--- config.mk ---
export PLATFORM = sky130hd
export DESIGN_NAME = multiphase_protection_supervisor
export DESIGN_NICKNAME = d
export VERILOG_FILES = /design/src/inc/mps_pkg.sv /design/src/logic/multiphase_protection_supervisor.sv
export VERILOG_INCLUDE_DIRS = /design/src /design/src/inc
export SDC_FILE = /design/constraint.sdc
export NUM_CORES = 1
export LEC_CHECK = 0
export ABC_AREA = 1
export BUFFER_PORTS_ARGS = -buffer_cell sky130_fd_sc_hd__buf_2
export CORE_ASPECT_RATIO = 1.5
export CORE_MARGIN = 2
export CORE_UTILIZATION = 60
export CTS_CLUSTER_DIAMETER = 40
export CTS_CLUSTER_SIZE = 30
export DETAILED_ROUTE_END_ITERATION = 10
export GPL_TIMING_DRIVEN = 0
export PLACE_DENSITY = 0.89
export REMOVE_ABC_BUFFERS = 1
export SKIP_LAST_GASP = 1
export SLEW_MARGIN = 20
export SYNTH_ARGS = -nofsm -noshare
export SYNTH_HDL_FRONTEND = slang
export SYNTH_SLANG_ARGS = --single-unit
--- constraint.sdc ---
create_clock -name clk -period 3 [get_ports clk]
set_input_delay 0.6 -clock clk [delete_from_list [all_inputs] [get_ports clk]]
set_output_delay 0.6 -clock clk [all_outputs]
set_load 0.01 [all_outputs]
--- src/inc/mps_params.svh ---
`ifndef MPS_PARAMS_SVH
`define MPS_PARAMS_SVH
`define CLK_HZ        40000000
`define OSC_HZ        800000
`define SLOW_FACTOR   5
`define MISS_LIMIT    2'd3
`define OFS_CTRL      8'h00
`define OFS_STATUS    8'h04
`define OFS_IRQ_STAT  8'h08
`define OFS_IRQ_CLR   8'h0c
`define OFS_IRQ_EN    8'h10
`define CTRL_EN_BIT   0
`define CTRL_MASK_LSB 4
`define CTRL_RST      32'h0000_00f1
`define IRQ_EN_RST    4'h0
`define EV_CROWBAR    0
`define EV_DISABLE    1
`define EV_POK_FALL   2
`define EV_OPEN       3
`endif

--- src/inc/mps_pkg.sv ---
package mps_pkg;
  typedef enum logic [1:0] {MODE_RUN, MODE_CROWBAR, MODE_OFF} mode_e;
  typedef struct packed {
    logic below_fold;
    logic at_zero;
    logic in_window;
    logic above_trip;
    logic below_release;
    logic comp_low;
    logic cur_trip;
    logic cur_present;
  } cmp_s;
endpackage

--- src/logic/multiphase_protection_supervisor.sv ---
// Summary of operation
// output below foldback level selects the lower foldback current level
// output at zero volts slows the oscillator to one fifth rate
// power ok released only while output voltage is inside window
// out of window keeps power ok low regardless of phase checks
// in window, three missed-current cycles on any phase pull power ok low
// above crowbar trip level all phase drives are forced low
// crowbar holds until below release level, then switching resumes
// compensation node low stops oscillator and drives all phases low
// disable is no shutdown; reference stays available throughout
// each phase switches at a quarter of oscillator rate; code only rotates over enabled phases (quarter rate with all four on)
// each oscillator cycle sets next active phase; current trip clears it
// never more than one phase drive high at a time
// comparator bits synchronised, sampled once per oscillator cycle
//
// Decided for this implementation: register access over APB and the register offsets.
`timescale 1ns/1ps
`default_nettype none
`include "mps_params.svh"
module multiphase_protection_supervisor
  import mps_pkg::*;
#(
  parameter int RAMP_W = 8
) (
  input  wire logic        clk,
  input  wire logic        sys_rst,
  input  wire logic        ce,
  input  wire logic        psel,
  input  wire logic        penable,
  input  wire logic        pwrite,
  input  wire logic [7:0]  paddr,
  input  wire logic [31:0] pwdata,
  output logic      [31:0] prdata,
  output logic             pready,
  output logic             pslverr,
  input  wire cmp_s        cmp_in,
  output logic      [3:0]  phase_drive,
  output logic             fold_level_sel,
  output logic             osc_running,
  output logic             ref_enable,
  output logic             power_ok_output_out,
  output logic             power_ok_output_oe,
  output logic             irq
);
  localparam int NORM_DIV = `CLK_HZ / `OSC_HZ;
  localparam int SLOW_DIV = NORM_DIV * `SLOW_FACTOR;
  localparam logic [RAMP_W-1:0] NORM_LOAD = RAMP_W'(NORM_DIV - 1);
  localparam logic [RAMP_W-1:0] SLOW_LOAD = RAMP_W'(SLOW_DIV - 1);

  function automatic logic [1:0] next_phase(input logic [1:0] cur,
                                            input logic [3:0] mask);
    logic [1:0] p, r;
    p = cur;
    r = cur;
    for (int i = 1; i <= 4; i++) begin
      p = 2'(cur + 2'(i));
      if (mask[p] && r == cur) begin
        r = p;
      end
    end
    return r;
  endfunction

  function automatic logic [1:0] miss_step(input logic [1:0] c,
                                           input logic seen);
    return seen ? 2'd0 : (c == `MISS_LIMIT ? c : 2'(c + 2'd1));
  endfunction

  cmp_s              sync1_q, sync2_q, smp_q;
  mode_e             mode_q, mode_d;
  logic [RAMP_W-1:0] ramp_q;
  logic              cb_q;
  logic [1:0]        ptr_q;
  logic              on_valid_q;
  logic              seen_q;
  logic [1:0]        miss_q [4];
  logic              pok_q;
  logic [3:0]        drive_q;
  logic [31:0]       ctrl_q;
  logic [3:0]        irq_stat_q, irq_en_q;
  logic [31:0]       prdata_q;
  logic              pslverr_q;
  logic [3:0]        open_q;

  // level sync only; comparator edges faster than clk are not expected
  always_ff @(posedge clk) begin
    if (sys_rst) begin
      sync1_q <= '0;
      sync2_q <= '0;
    end else if (ce) begin
      sync1_q <= cmp_in;
      sync2_q <= sync1_q;
    end
  end

  wire logic       run_w     = (mode_q != MODE_OFF);
  wire logic       osc_tick  = ce && run_w && (ramp_q == '0);
  // while stopped, sample every clk so the crowbar flag and window sample are current when disable releases
  wire logic       samp_tick = osc_tick || (ce && !run_w);
  wire logic       sw_en     = ctrl_q[`CTRL_EN_BIT];
  wire logic [3:0] ph_mask   = ctrl_q[`CTRL_MASK_LSB +: 4];
  wire logic [1:0] nxt_ptr   = next_phase(ptr_q, ph_mask);
  wire logic       slow_w    = smp_q.at_zero;
  wire logic [RAMP_W-1:0] reload = slow_w ? SLOW_LOAD : NORM_LOAD;

  always_ff @(posedge clk) begin
    if (sys_rst) begin
      ramp_q <= NORM_LOAD;
    end else if (ce && run_w) begin
      ramp_q <= (ramp_q == '0) ? reload : ramp_q - 1'b1;
    end
  end

  always_ff @(posedge clk) begin
    if (sys_rst) begin
      cb_q  <= 1'b0;
      smp_q <= '0;
    end else if (samp_tick) begin
      smp_q <= sync2_q;
      if (sync2_q.above_trip) begin
        cb_q <= 1'b1;
      end else if (sync2_q.below_release) begin
        cb_q <= 1'b0;
      end
    end
  end

  always_comb begin
    case (1'b1)
      sync2_q.comp_low: mode_d = MODE_OFF;
      cb_q:             mode_d = MODE_CROWBAR;
      default:          mode_d = MODE_RUN;
    endcase
  end

  wire logic go_w = osc_tick && (mode_q == MODE_RUN) && sw_en && (|ph_mask);
  always_ff @(posedge clk) begin
    if (sys_rst) begin
      drive_q    <= '0;
      ptr_q      <= 2'd3;
      on_valid_q <= 1'b0;
    end else if (ce) begin
      case (mode_q)
        MODE_RUN: begin
          if (go_w) begin
            ptr_q      <= nxt_ptr;
            drive_q    <= 4'b0001 << nxt_ptr;
            on_valid_q <= 1'b1;
          end else begin
            if (osc_tick) begin
              drive_q    <= '0;
              on_valid_q <= 1'b0;
            end else if (sync2_q.cur_trip) begin
              drive_q <= '0;
            end
          end
        end
        default: begin
          drive_q    <= '0;
          on_valid_q <= 1'b0;
        end
      endcase
    end
  end

  always_ff @(posedge clk) begin
    if (sys_rst) begin
      seen_q <= 1'b0;
    end else if (ce) begin
      if (osc_tick) begin
        seen_q <= 1'b0;
      end else if (|drive_q && sync2_q.cur_present) begin
        seen_q <= 1'b1;
      end
    end
  end

  // counts only run while in window; a window exit restarts the check
  always_ff @(posedge clk) begin
    if (sys_rst) begin
      for (int i = 0; i < 4; i++) begin
        miss_q[i] <= '0;
      end
    end else if (ce) begin
      if (!smp_q.in_window || mode_q != MODE_RUN) begin
        for (int i = 0; i < 4; i++) begin
          miss_q[i] <= '0;
        end
      end else if (osc_tick && on_valid_q) begin
        miss_q[ptr_q] <= miss_step(miss_q[ptr_q], seen_q);
      end
    end
  end

  always_comb begin
    for (int i = 0; i < 4; i++) begin
      open_q[i] = (miss_q[i] == `MISS_LIMIT);
    end
  end
  wire logic pok_d = smp_q.in_window && !(|open_q);
  // apb decode
  wire logic setup_w  = psel && !penable;
  wire logic wr_w     = psel && penable && pwrite;
  wire logic hit_ctrl = (paddr == `OFS_CTRL);
  wire logic hit_stat = (paddr == `OFS_STATUS);
  wire logic hit_ist  = (paddr == `OFS_IRQ_STAT);
  wire logic hit_iclr = (paddr == `OFS_IRQ_CLR);
  wire logic hit_ien  = (paddr == `OFS_IRQ_EN);
  wire logic mapped_w = hit_ctrl | hit_stat | hit_ist | hit_iclr | hit_ien;
  wire logic [31:0] status_w = {20'h0, open_q, 3'h0, pok_q, slow_w,
                                fold_level_sel, mode_q};
  wire logic [31:0] rdmux_w =
      hit_ctrl ? ctrl_q :
      hit_stat ? status_w :
      hit_ist  ? {28'h0, irq_stat_q} :
      hit_ien  ? {28'h0, irq_en_q} : 32'h0;

  always_ff @(posedge clk) begin
    if (sys_rst) begin
      prdata_q  <= '0;
      pslverr_q <= 1'b0;
    end else if (ce && setup_w) begin
      prdata_q  <= pwrite ? 32'h0 : rdmux_w;
      pslverr_q <= !mapped_w;
    end
  end

  always_ff @(posedge clk) begin
    if (sys_rst) begin
      ctrl_q   <= `CTRL_RST;
      irq_en_q <= `IRQ_EN_RST;
    end else if (ce && wr_w) begin
      if (hit_ctrl) begin
        ctrl_q <= pwdata;
      end
      if (hit_ien) begin
        irq_en_q <= pwdata[3:0];
      end
    end
  end

  logic       cb_d1_q, off_d1_q, pok_d1_q;
  logic [3:0] open_d1_q;
  always_ff @(posedge clk) begin
    if (sys_rst) begin
      cb_d1_q   <= 1'b0;
      off_d1_q  <= 1'b0;
      pok_d1_q  <= 1'b0;
      open_d1_q <= '0;
      mode_q    <= MODE_RUN;
      pok_q     <= 1'b0;
    end else if (ce) begin
      mode_q    <= mode_d;
      pok_q     <= pok_d;
      cb_d1_q   <= cb_q;
      off_d1_q  <= (mode_q == MODE_OFF);
      pok_d1_q  <= pok_q;
      open_d1_q <= open_q;
    end
  end

  wire logic [3:0] ev_w;
  assign ev_w[`EV_CROWBAR] = cb_q && !cb_d1_q;
  assign ev_w[`EV_DISABLE] = (mode_q == MODE_OFF) && !off_d1_q;
  assign ev_w[`EV_POK_FALL] = pok_d1_q && !pok_q;
  assign ev_w[`EV_OPEN]    = |(open_q & ~open_d1_q);
  wire logic [3:0] clr_w = (wr_w && hit_iclr) ? pwdata[3:0] : 4'h0;

  // a new event in the clear cycle survives
  always_ff @(posedge clk) begin
    if (sys_rst) begin
      irq_stat_q <= '0;
    end else if (ce) begin
      irq_stat_q <= (irq_stat_q & ~clr_w) | ev_w;
    end
  end

  assign prdata              = prdata_q;
  assign pready              = 1'b1;
  assign pslverr             = pslverr_q && psel && penable;
  assign phase_drive         = drive_q;
  assign fold_level_sel      = smp_q.below_fold;
  assign osc_running         = run_w;
  assign ref_enable          = 1'b1;
  assign power_ok_output_out = 1'b0;
  assign power_ok_output_oe  = !pok_q;
  assign irq                 = |(irq_stat_q & irq_en_q);
endmodule
`default_nettype wire

==> flow_metrics.tcl, run 1 <==
set metrics [dict create \
    cp_max_fo 24 \
    rsz0062_at_grt "yes" \
    startpoint_type "input pin" \
    power_switching_uw 872 \
    cts_tree "done" \
    design_area_sq_mm 0.00648 \
    grt_antenna_before_repair 0 \
    grt_max_degree 53 \
    min_to "ctrl_q[9]" \
    multi_input_area_sq_mm 0.00243 \
    synth-seq-cells 129 \
    comb_power_share 0.052 \
    grt_pass1_vias 5454 \
    synth_edf_count 8 \
    placed_area_sq_mm 0.00589 \
    slew_viol_final 0 \
    fp.dieH_um 120 \
    regArea_sq_mm 0.00266 \
    final_cell_mix "125 x nor2_1, 121 x dfxtp_1, 110 x nand2_1" \
    max_slew.worst_pin.slew_ps 1030 \
    fin_cells 919 \
    globalplace.congestion 0.827 \
    syn_area_sq_mm 0.00542 \
    drive_gt1_frac 0.174 \
    yosysWarningCount 0 \
    max_freq_ghz 0.344 \
    clockRootBuffer "clkbuf_16" \
    wl_per_cell_um 16.5 \
    hp-class "in -> reg" \
    mostFrequentLayoutCell "nor2_1" \
    min_period_ps 2910 \
    num_rows 42 \
    avgSynthCellArea_sq_um 7.56 \
    clk_pin_slew_ps 60 \
    cp-end-kind "register" \
    cts.sinks 129 \
    pwr-share-clk 0.498 \
    powerDensity_mw_per_mm2 615 \
    synth.distinct_cells 41 \
    grt_overflow_total 0 \
    power.internal_uw 3120 \
    die_area_sq_mm 0.00983 \
    insertedDiodeCount 0 \
    leakage_uw 0.00291 \
    area_delta_synth_final_pct 19.6 \
    dpl.hpwl_um 9180 \
    drtIter0Drc 525 \
    drt-total-wl_um 15200 \
    initial_core_util 0.614 \
    holdPathStages 3 \
    cts_buffers 17 \
    relSlewSlack 0.311 \
    worst_hold_slack_ps 402 \
    crit_chain "buf_2 > nor2_1 > nand3_1 > nor2_4 > inv_2 > nor2_4 > inv_1 > nor2_1 > nor2_1" \
    cp.arrival_ps 3210 \
    yosysSeqAreaShare 0.491 \
    synth_top_flop_cell "dfxtp_1" \
    r2r_cells 12 \
    syn_inst 717 \
    die_w_um 81.6 \
    drv_cap 0 \
    reg2reg_from "ptr_q[0]" \
    cpMostUsedCell "nor2_1" \
    setup_viol 0 \
    cpMaxStageDelayCell "nor2_4" \
    critPathLaunch "paddr[1]" \
    async_flop_share 0 \
    grt_pass1_wl_um 24500 \
    worstSetupPathType "in -> reg" \
    post_drt_via_cell_ratio 5.95 \
    crit_family "simple AND/OR/NAND/NOR gates" \
    fin_crit_sh 0.969 \
    h-tree-depth 4 \
    hold_start "pwdata[9]" \
    core-area_sq_mm 0.00883 \
    regToRegSetupSlack_ps 780 \
    status "complete, no violations" \
    critPathBufInv 3 \
    drt_first_pass_iters 5 \
    clock_latency_ps 420 \
    grtUsageTotal 0.323 \
    critical_path_required_ps 3310 \
    worst_slack_ps 93.4 \
    portBuffers 94 \
    ir_drop_uv 608 \
    final.setup_skew_ps 9.68 \
    seq_power_share 0.450 \
    max-clock-path-buffers 2 \
    drc 0 \
    cp_slowest_stage_delay_ps 540 \
    switching_share 0.219 \
    place_inst 885 \
    final_nets 857 \
    ios 98 \
    drtAntennaViolNets 0 \
    hold_viol_final 0 \
    vias 5468 \
    dpl_worst_slack_ps -507 \
    fill_cells 642 \
]
==> registers in the layout, indices dropped and copies added (netlist names), 2 cells and up, named ones only <==
| register | flops |
|---|---|
| sync1_q | 8 |
| miss_q | 8 |
| mode_q | 2 |
| ptr_q | 2 |
| ctrl_q | 32 |
| irq_stat_q | 4 |
| irq_en_q | 4 |
| prdata | 32 |
| phase_drive | 4 |
| sync2_q | 8 |
| ramp_q | 8 |
| open_d1_q | 4 |
==> worst register-to-register path: cells and delay by family (launching register included) <==
kind,cells,cell delay [ps]
simple gates,6,550
flops,1,500
buf+inv,3,400
fa+ha+maj,1,380
compound gates,2,250
==> power by group through the flow <==
stage	Clock, uW	Combinational (uW)	Sequential (uW)
after floorplan	0	107	1820
after global placement	0	184	1830
after detailed placement	0	196	1830
after CTS	1990	202	1800
after global routing	2050	228	1800
final	1990	207	1800
==> layer usage <==
layer  global-route usage  wire length [um]  up-vias  share of wire
met1                0.346              5420     2542           0.36
met5                    0                 0        -              0
met3               0.0746              1200       86          0.079
met4                0.202               753        0          0.050
li1                     -                 -     2538              -
met2                0.558              7800      302           0.51
==> how the worst max path moves through the flow <==
stage               cells after the start    endpoint
detailed placement                      9   ctrl_q[8]
global placement                        7   prdata[8]
finish                                  9  ctrl_q[29]
floorplan                               8  prdata[10]
CTS                                     7   prdata[4]
global route                            9   ctrl_q[8]
==> area by class of cell <==
cell class                 instances  share of cell area
clock buffer                      25              0.0749
clock inverter                     6              0.0124
inverter                          53              0.0307
multi-input combinational        501               0.375
sequential                       129               0.411
tap                              110              0.0212
timing repair buffer              95              0.0756
==> through the flow <==
stage	utilization	total power, uW	TNS [ps]
after floorplan	-	1930	-152
after global placement	0.663	2010	-72930
after detailed placement	0.667	2030	-15850
after CTS	0.734	3980	0
after global routing	0.734	4080	-37.3
final	0.734	3990	0
==> Yosys cell counts, types with 2 or more instances <==
library cell / number / area (sq um)
nor2_1: 126 / 473
dfxtp_1: 121 / 2420
nand2_1: 111 / 417
o21ai_0: 69 / 345
a21oi_1: 66 / 330
nand3_1: 66 / 330
inv_1: 51 / 191
clkbuf_1: 21 / 78.8
buf_2: 9 / 45.0
edfxtp_1: 8 / 240
nand4_1: 7 / 43.8
buf_4: 6 / 45.0
ha_1: 6 / 75.1
o211ai_1: 6 / 45.0
a31oi_1: 5 / 31.3
a211oi_1: 4 / 30.0
nor2_4: 3 / 33.8
xor2_1: 3 / 26.3
buf_1: 2 / 7.51
conb_1: 2 / 7.51
nand3_2: 2 / 20.0
nor4_1: 2 / 12.5
o22ai_1: 2 / 12.5
o31ai_1: 2 / 15.0
==> what timing repair did <==
item	4_1_cts	5_1_grt
setup endpoints to repair	25	11
pin swaps	3	0
cloned	3	0
gates resized for setup	0	1
setup buffers	0	0
hold buffers	0	0
==> cell families after synthesis <==
logic type	after synthesis	synth area share
xor gates and xnor gates	3	0.00485
buffers and inverters	91	0.0692
other	2	0.00139
adders and majority gates	6	0.0138
and+or+nand+nor	326	0.260
DFF	129	0.491
AOI/OAI and AO/OA	160	0.160
Note: power is estimated with default switching activity, not from simulation.
==> run 2, diff against run 1 <==
--- a/config.mk
+++ b/config.mk
@@ -17,6 +17,7 @@
 export GPL_TIMING_DRIVEN = 0
 export PLACE_DENSITY = 0.89
 export REMOVE_ABC_BUFFERS = 1
+export SETUP_SLACK_MARGIN = 0.2
 export SKIP_LAST_GASP = 1
 export SLEW_MARGIN = 20
 export SYNTH_ARGS = -nofsm -noshare
==> flow_metrics.tcl, run 2 (same netlist as run 1, synthesis figures left out) <==
set metrics [dict create \
    status "complete, no violations" \
    num_rows 42 \
    die_w_um 81.6 \
    clk_pin_slew_ps 50 \
    cp.arrival_ps 2800 \
    vias 5523 \
    portBuffers 94 \
    reg2reg_to "ptr_q[1]" \
    dpl.hpwl_um 9180 \
    cts.sinks 129 \
    clock_latency_ps 420 \
    min_period_ps 2490 \
    leakage_uw 0.00292 \
    critPathLaunch "ce" \
    slew_viol_final 0 \
    cts_buffers 17 \
    grtUsageTotal 0.324 \
    grt_max_degree 53 \
    grt_overflow_total 0 \
    ios 98 \
    hold_viol_final 0 \
    grt_antenna_before_repair 0 \
    cts_hold_buf 0 \
    drive_gt1_frac 0.182 \
    powerDensity_mw_per_mm2 611 \
    r2r_cells 12 \
    grt_pass1_vias 5453 \
    clockRootBuffer "clkbuf_16" \
    post_drt_via_cell_ratio 5.98 \
    max-clock-path-buffers 2 \
    cp-end-kind "register" \
    mostFrequentLayoutCell "nor2_1" \
    fp.dieH_um 120 \
    cts_tree "done" \
    drtIter0Drc 526 \
    startpoint_type "input pin" \
    regToRegSetupSlack_ps 790 \
    grt_pass1_wl_um 24500 \
    fin_crit_sh 0.829 \
    area_delta_synth_final_pct 20.5 \
    worstSetupPathType "in -> reg" \
    ir_drop_uv 614 \
    worst_slack_ps 513 \
    dpl_worst_slack_ps -507 \
    hp-class "in -> reg" \
    relSlewSlack 0.310 \
    drv_cap 0 \
    drt_first_pass_iters 8 \
    setup_viol 0 \
    max_freq_ghz 0.402 \
    max_slew.worst_pin.slew_ps 1040 \
    drc 0 \
    globalplace.congestion 0.827 \
    insertedDiodeCount 0 \
    die_area_sq_mm 0.00983 \
    core-area_sq_mm 0.00883 \
    endpoint "prdata[4]" \
    rsz0062_at_grt "no" \
    final.setup_skew_ps 8.07 \
    final_cell_mix "125 x nor2_1, 121 x dfxtp_1, 110 x nand2_1" \
    p_total_uw 3990 \
    cp_max_fo 40 \
    initial_core_util 0.614 \
    drt-total-wl_um 15700 \
    h-tree-depth 4 \
    reg2reg_from "ptr_q[0]" \
    drtAntennaViolNets 0 \
    wl_per_cell_um 17.0 \
    final_nets 862 \
    critical_path_required_ps 3310 \
]
-- run 2: timing repair --
action                                 in CTS  in global routing
setup endpoints to repair                  31                 37
buffers inserted                            0                  2
cloned                                      3                  3
gates resized for setup                     1                  5
pin swaps                                   3                  2
endpoints found under the hold margin       0                  0
-- run 2: where the power goes --
part	internal, uW	switching, uW	leakage [uW]
clock network	1280	708	0.000281
registers	1770	26.9	0.00107
logic	71.4	139	0.00157
total	3120	874	0.00292
-- run 2: worst max-delay path: stages --
cell and delay, ps:
clkbuf_4 390, nand2_4 350, nor2_4 500, inv_1 220, nor2_1 350, nand3_1 150
a31oi_1 210
-- run 2: stage by stage --
step / hold slack, ps / instance area [sq um] / cells / util / TNS (ps)
floorplan: 430 / 5250 / 680 / - / -152
global placement: 445 / 5860 / 884 / 0.663 / -72930
detailed placement: 450 / 5890 / 885 / 0.667 / -15850
CTS: 407 / 6480 / 919 / 0.734 / 0
global route: 413 / 6530 / 924 / 0.740 / 0
finish: 408 / 6530 / 924 / 0.740 / 0
-- run 2: layout make-up --
class                   instances  area (sq um)
inverters                      53           206
repair buffers                 97           508
well taps                     110           138
clock inverters                 6          80.1
clock buffers                  25           485
flip-flops and latches        129          2660
fillers                       629          2300
repair inverters                2          12.5
multi-input cells             502          2440
-- run 2: per-layer routing --
metal	track usage	share of wire
met3	0.0746	0.079
met2	0.560	0.52
met5	0	0
met1	0.347	0.35
met4	0.199	0.053
-- run 2: worst min-delay path by stage --
stage / startpoint / end / depth (start not counted)
global route: pwdata[23] / ctrl_q[23] / 3
floorplan: cb_d1_q / cb_d1_q / 2
detailed placement: cb_d1_q / cb_d1_q / 2
finish: pwdata[23] / ctrl_q[23] / 3
global placement: cb_d1_q / cb_d1_q / 2
CTS: pwdata[23] / ctrl_q[23] / 3
==> run 3, diff against run 2 <==
--- a/config.mk
+++ b/config.mk
@@ -10,12 +10,12 @@
 export BUFFER_PORTS_ARGS = -buffer_cell sky130_fd_sc_hd__buf_2
 export CORE_ASPECT_RATIO = 1.5
 export CORE_MARGIN = 2
-export CORE_UTILIZATION = 60
+export CORE_UTILIZATION = 55
 export CTS_CLUSTER_DIAMETER = 40
 export CTS_CLUSTER_SIZE = 30
 export DETAILED_ROUTE_END_ITERATION = 10
 export GPL_TIMING_DRIVEN = 0
-export PLACE_DENSITY = 0.89
+export PLACE_DENSITY = 0.83
 export REMOVE_ABC_BUFFERS = 1
 export SETUP_SLACK_MARGIN = 0.2
 export SKIP_LAST_GASP = 1
==> constraint.sdc (replaced) <==
create_clock -name clk -period 2.6 [get_ports clk]
set_input_delay 0.52 -clock clk [delete_from_list [all_inputs] [get_ports clk]]
set_output_delay 0.52 -clock clk [all_outputs]
set_load 0.01 [all_outputs]
==> flow_metrics.tcl, run 3 (same netlist as run 1, synthesis figures left out) <==
set metrics [dict create \
    fin_cells 936 \
    drv_cap 0 \
    powerDensity_mw_per_mm2 702 \
    cp.arrival_ps 2530 \
    min_period_ps 2210 \
    status "complete, no violations" \
    mostFrequentLayoutCell "nor2_1" \
    rsz0062_at_grt "no" \
    design_area_sq_mm 0.00660 \
    core-area_sq_mm 0.00963 \
    post_drt_via_cell_ratio 5.68 \
    max_freq_ghz 0.453 \
    ios 98 \
    vias 5314 \
    hp-class "in -> reg" \
    endpoint "prdata[4]" \
    grtUsageTotal 0.271 \
    clockRootBuffer "clkbuf_16" \
    cp_max_fo 40 \
    critPathLaunch "ce" \
    final_nets 868 \
    critical_path_required_ps 2930 \
    fin_crit_sh 0.849 \
    cts_buffers 17 \
    wl_per_cell_um 15.5 \
    clk_pin_slew_ps 60 \
    leakage_uw 0.00295 \
    drc 0 \
    r2r_cells 12 \
    max_slew.worst_pin.slew_ps 1070 \
    h-tree-depth 4 \
    startpoint_type "input pin" \
    cts_tree "done" \
    fp.dieH_um 126 \
    grt_antenna_before_repair 0 \
    initial_core_util 0.563 \
    grt_max_degree 53 \
    grt_overflow_total 0 \
    final_util 0.685 \
    worstSetupPathType "in -> reg" \
    ir_drop_uv 568 \
    cts.sinks 129 \
    area_delta_synth_final_pct 21.8 \
    placed_area_sq_mm 0.00590 \
    drtIter0Drc 393 \
    hold_start "pwdata[5]" \
    drive_gt1_frac 0.194 \
    drtAntennaViolNets 0 \
    worst_hold_slack_ps 325 \
    insertedDiodeCount 0 \
    regToRegSetupSlack_ps 450 \
    die_area_sq_mm 0.0107 \
    final_cell_mix "125 x nor2_1, 121 x dfxtp_1, 110 x nand2_1" \
    slew_viol_final 0 \
    dpl.hpwl_um 9000 \
    final.setup_skew_ps 6.89 \
    num_rows 44 \
    setup_viol 0 \
    cp-end-kind "register" \
    drt-total-wl_um 14500 \
    place_inst 890 \
    grt_pass1_wl_um 23300 \
    globalplace.congestion 0.853 \
    portBuffers 94 \
    hold_viol_final 0 \
    grt_pass1_vias 5189 \
    drt_first_pass_iters 7 \
    max-clock-path-buffers 2 \
    relSlewSlack 0.287 \
    clock_latency_ps 420 \
    die_w_um 85.1 \
    reg2reg_from "ptr_q[0]" \
]
run 3: cell types whose count changed in the layout (fill, tap and decap cells not counted):
cell        previous run  this run
clkinvlp_4             3         6
inv_6                  0         2
clkbuf_4               1         0
buf_4                  2         9
clkbuf_16             17        18
clkinv_2               4         3
clkinv_4               0         2
clkbuf_1               5         1
bufinv_16              2         1
clkbuf_8               3         2
run 3: area by class of cell:
| type | instances | area, sq um |
|---|---|---|
| Fill cell | 714 | 3030 |
| Multi-Input combinational cell | 502 | 2440 |
| Inverter | 53 | 206 |
| Clock inverter | 11 | 103 |
| Timing Repair inverter | 2 | 12.5 |
| Tap cell | 115 | 144 |
| Clock buffer | 21 | 482 |
| Sequential cell | 129 | 2660 |
| Timing Repair Buffer | 103 | 553 |
run 3: worst min path at each step:
| stage | cells past startpoint | endpoint | slack (ps) |
|---|---|---|---|
| 2_1_floorplan | 2 | cb_d1_q | 430 |
| 6_report | 3 | ctrl_q[5] | 330 |
| 4_1_cts | 3 | ctrl_q[29] | 320 |
| 3_3_place_gp | 2 | cb_d1_q | 440 |
| 5_1_grt | 3 | ctrl_q[30] | 330 |
| 3_5_place_dp | 2 | cb_d1_q | 450 |
run 3: critical path, stage by stage:
cell and delay [ps]:
buf_4 340, nand2_4 330, nor2_4 480, inv_1 220, nor2_1 280, nand3_1 180
a31oi_1 160
run 3: power by group:
group	internal (uW)	total (uW)	switching [uW]
combinational	86.4	244	158
clock	1430	2320	897
sequential	2040	2070	30.0
run 3: metrics by stage:
step	power, uW	TNS [ps]	setup WS, ps
floorplan	2230	-7350	-350
global placement	2320	-117360	-2230
detailed placement	2340	-44270	-862
CTS	4630	0	222
global route	4760	0	202
finish	4640	0	392
run 3: layer usage:
metal / part of all wire / track usage
met1: 0.37 / 0.299
met2: 0.52 / 0.469
met4: 0.030 / 0.125
met3: 0.077 / 0.0845
met5: 0 / 0
run 3: repair_timing:
item / 4_1_cts / 5_1_grt
setup endpoints to repair: 70 / 38
hold buffers: 0 / 0
gates resized for setup: 6 / 0
pin swaps: 3 / 1
setup buffers: 0 / 8
cloned: 6 / 0
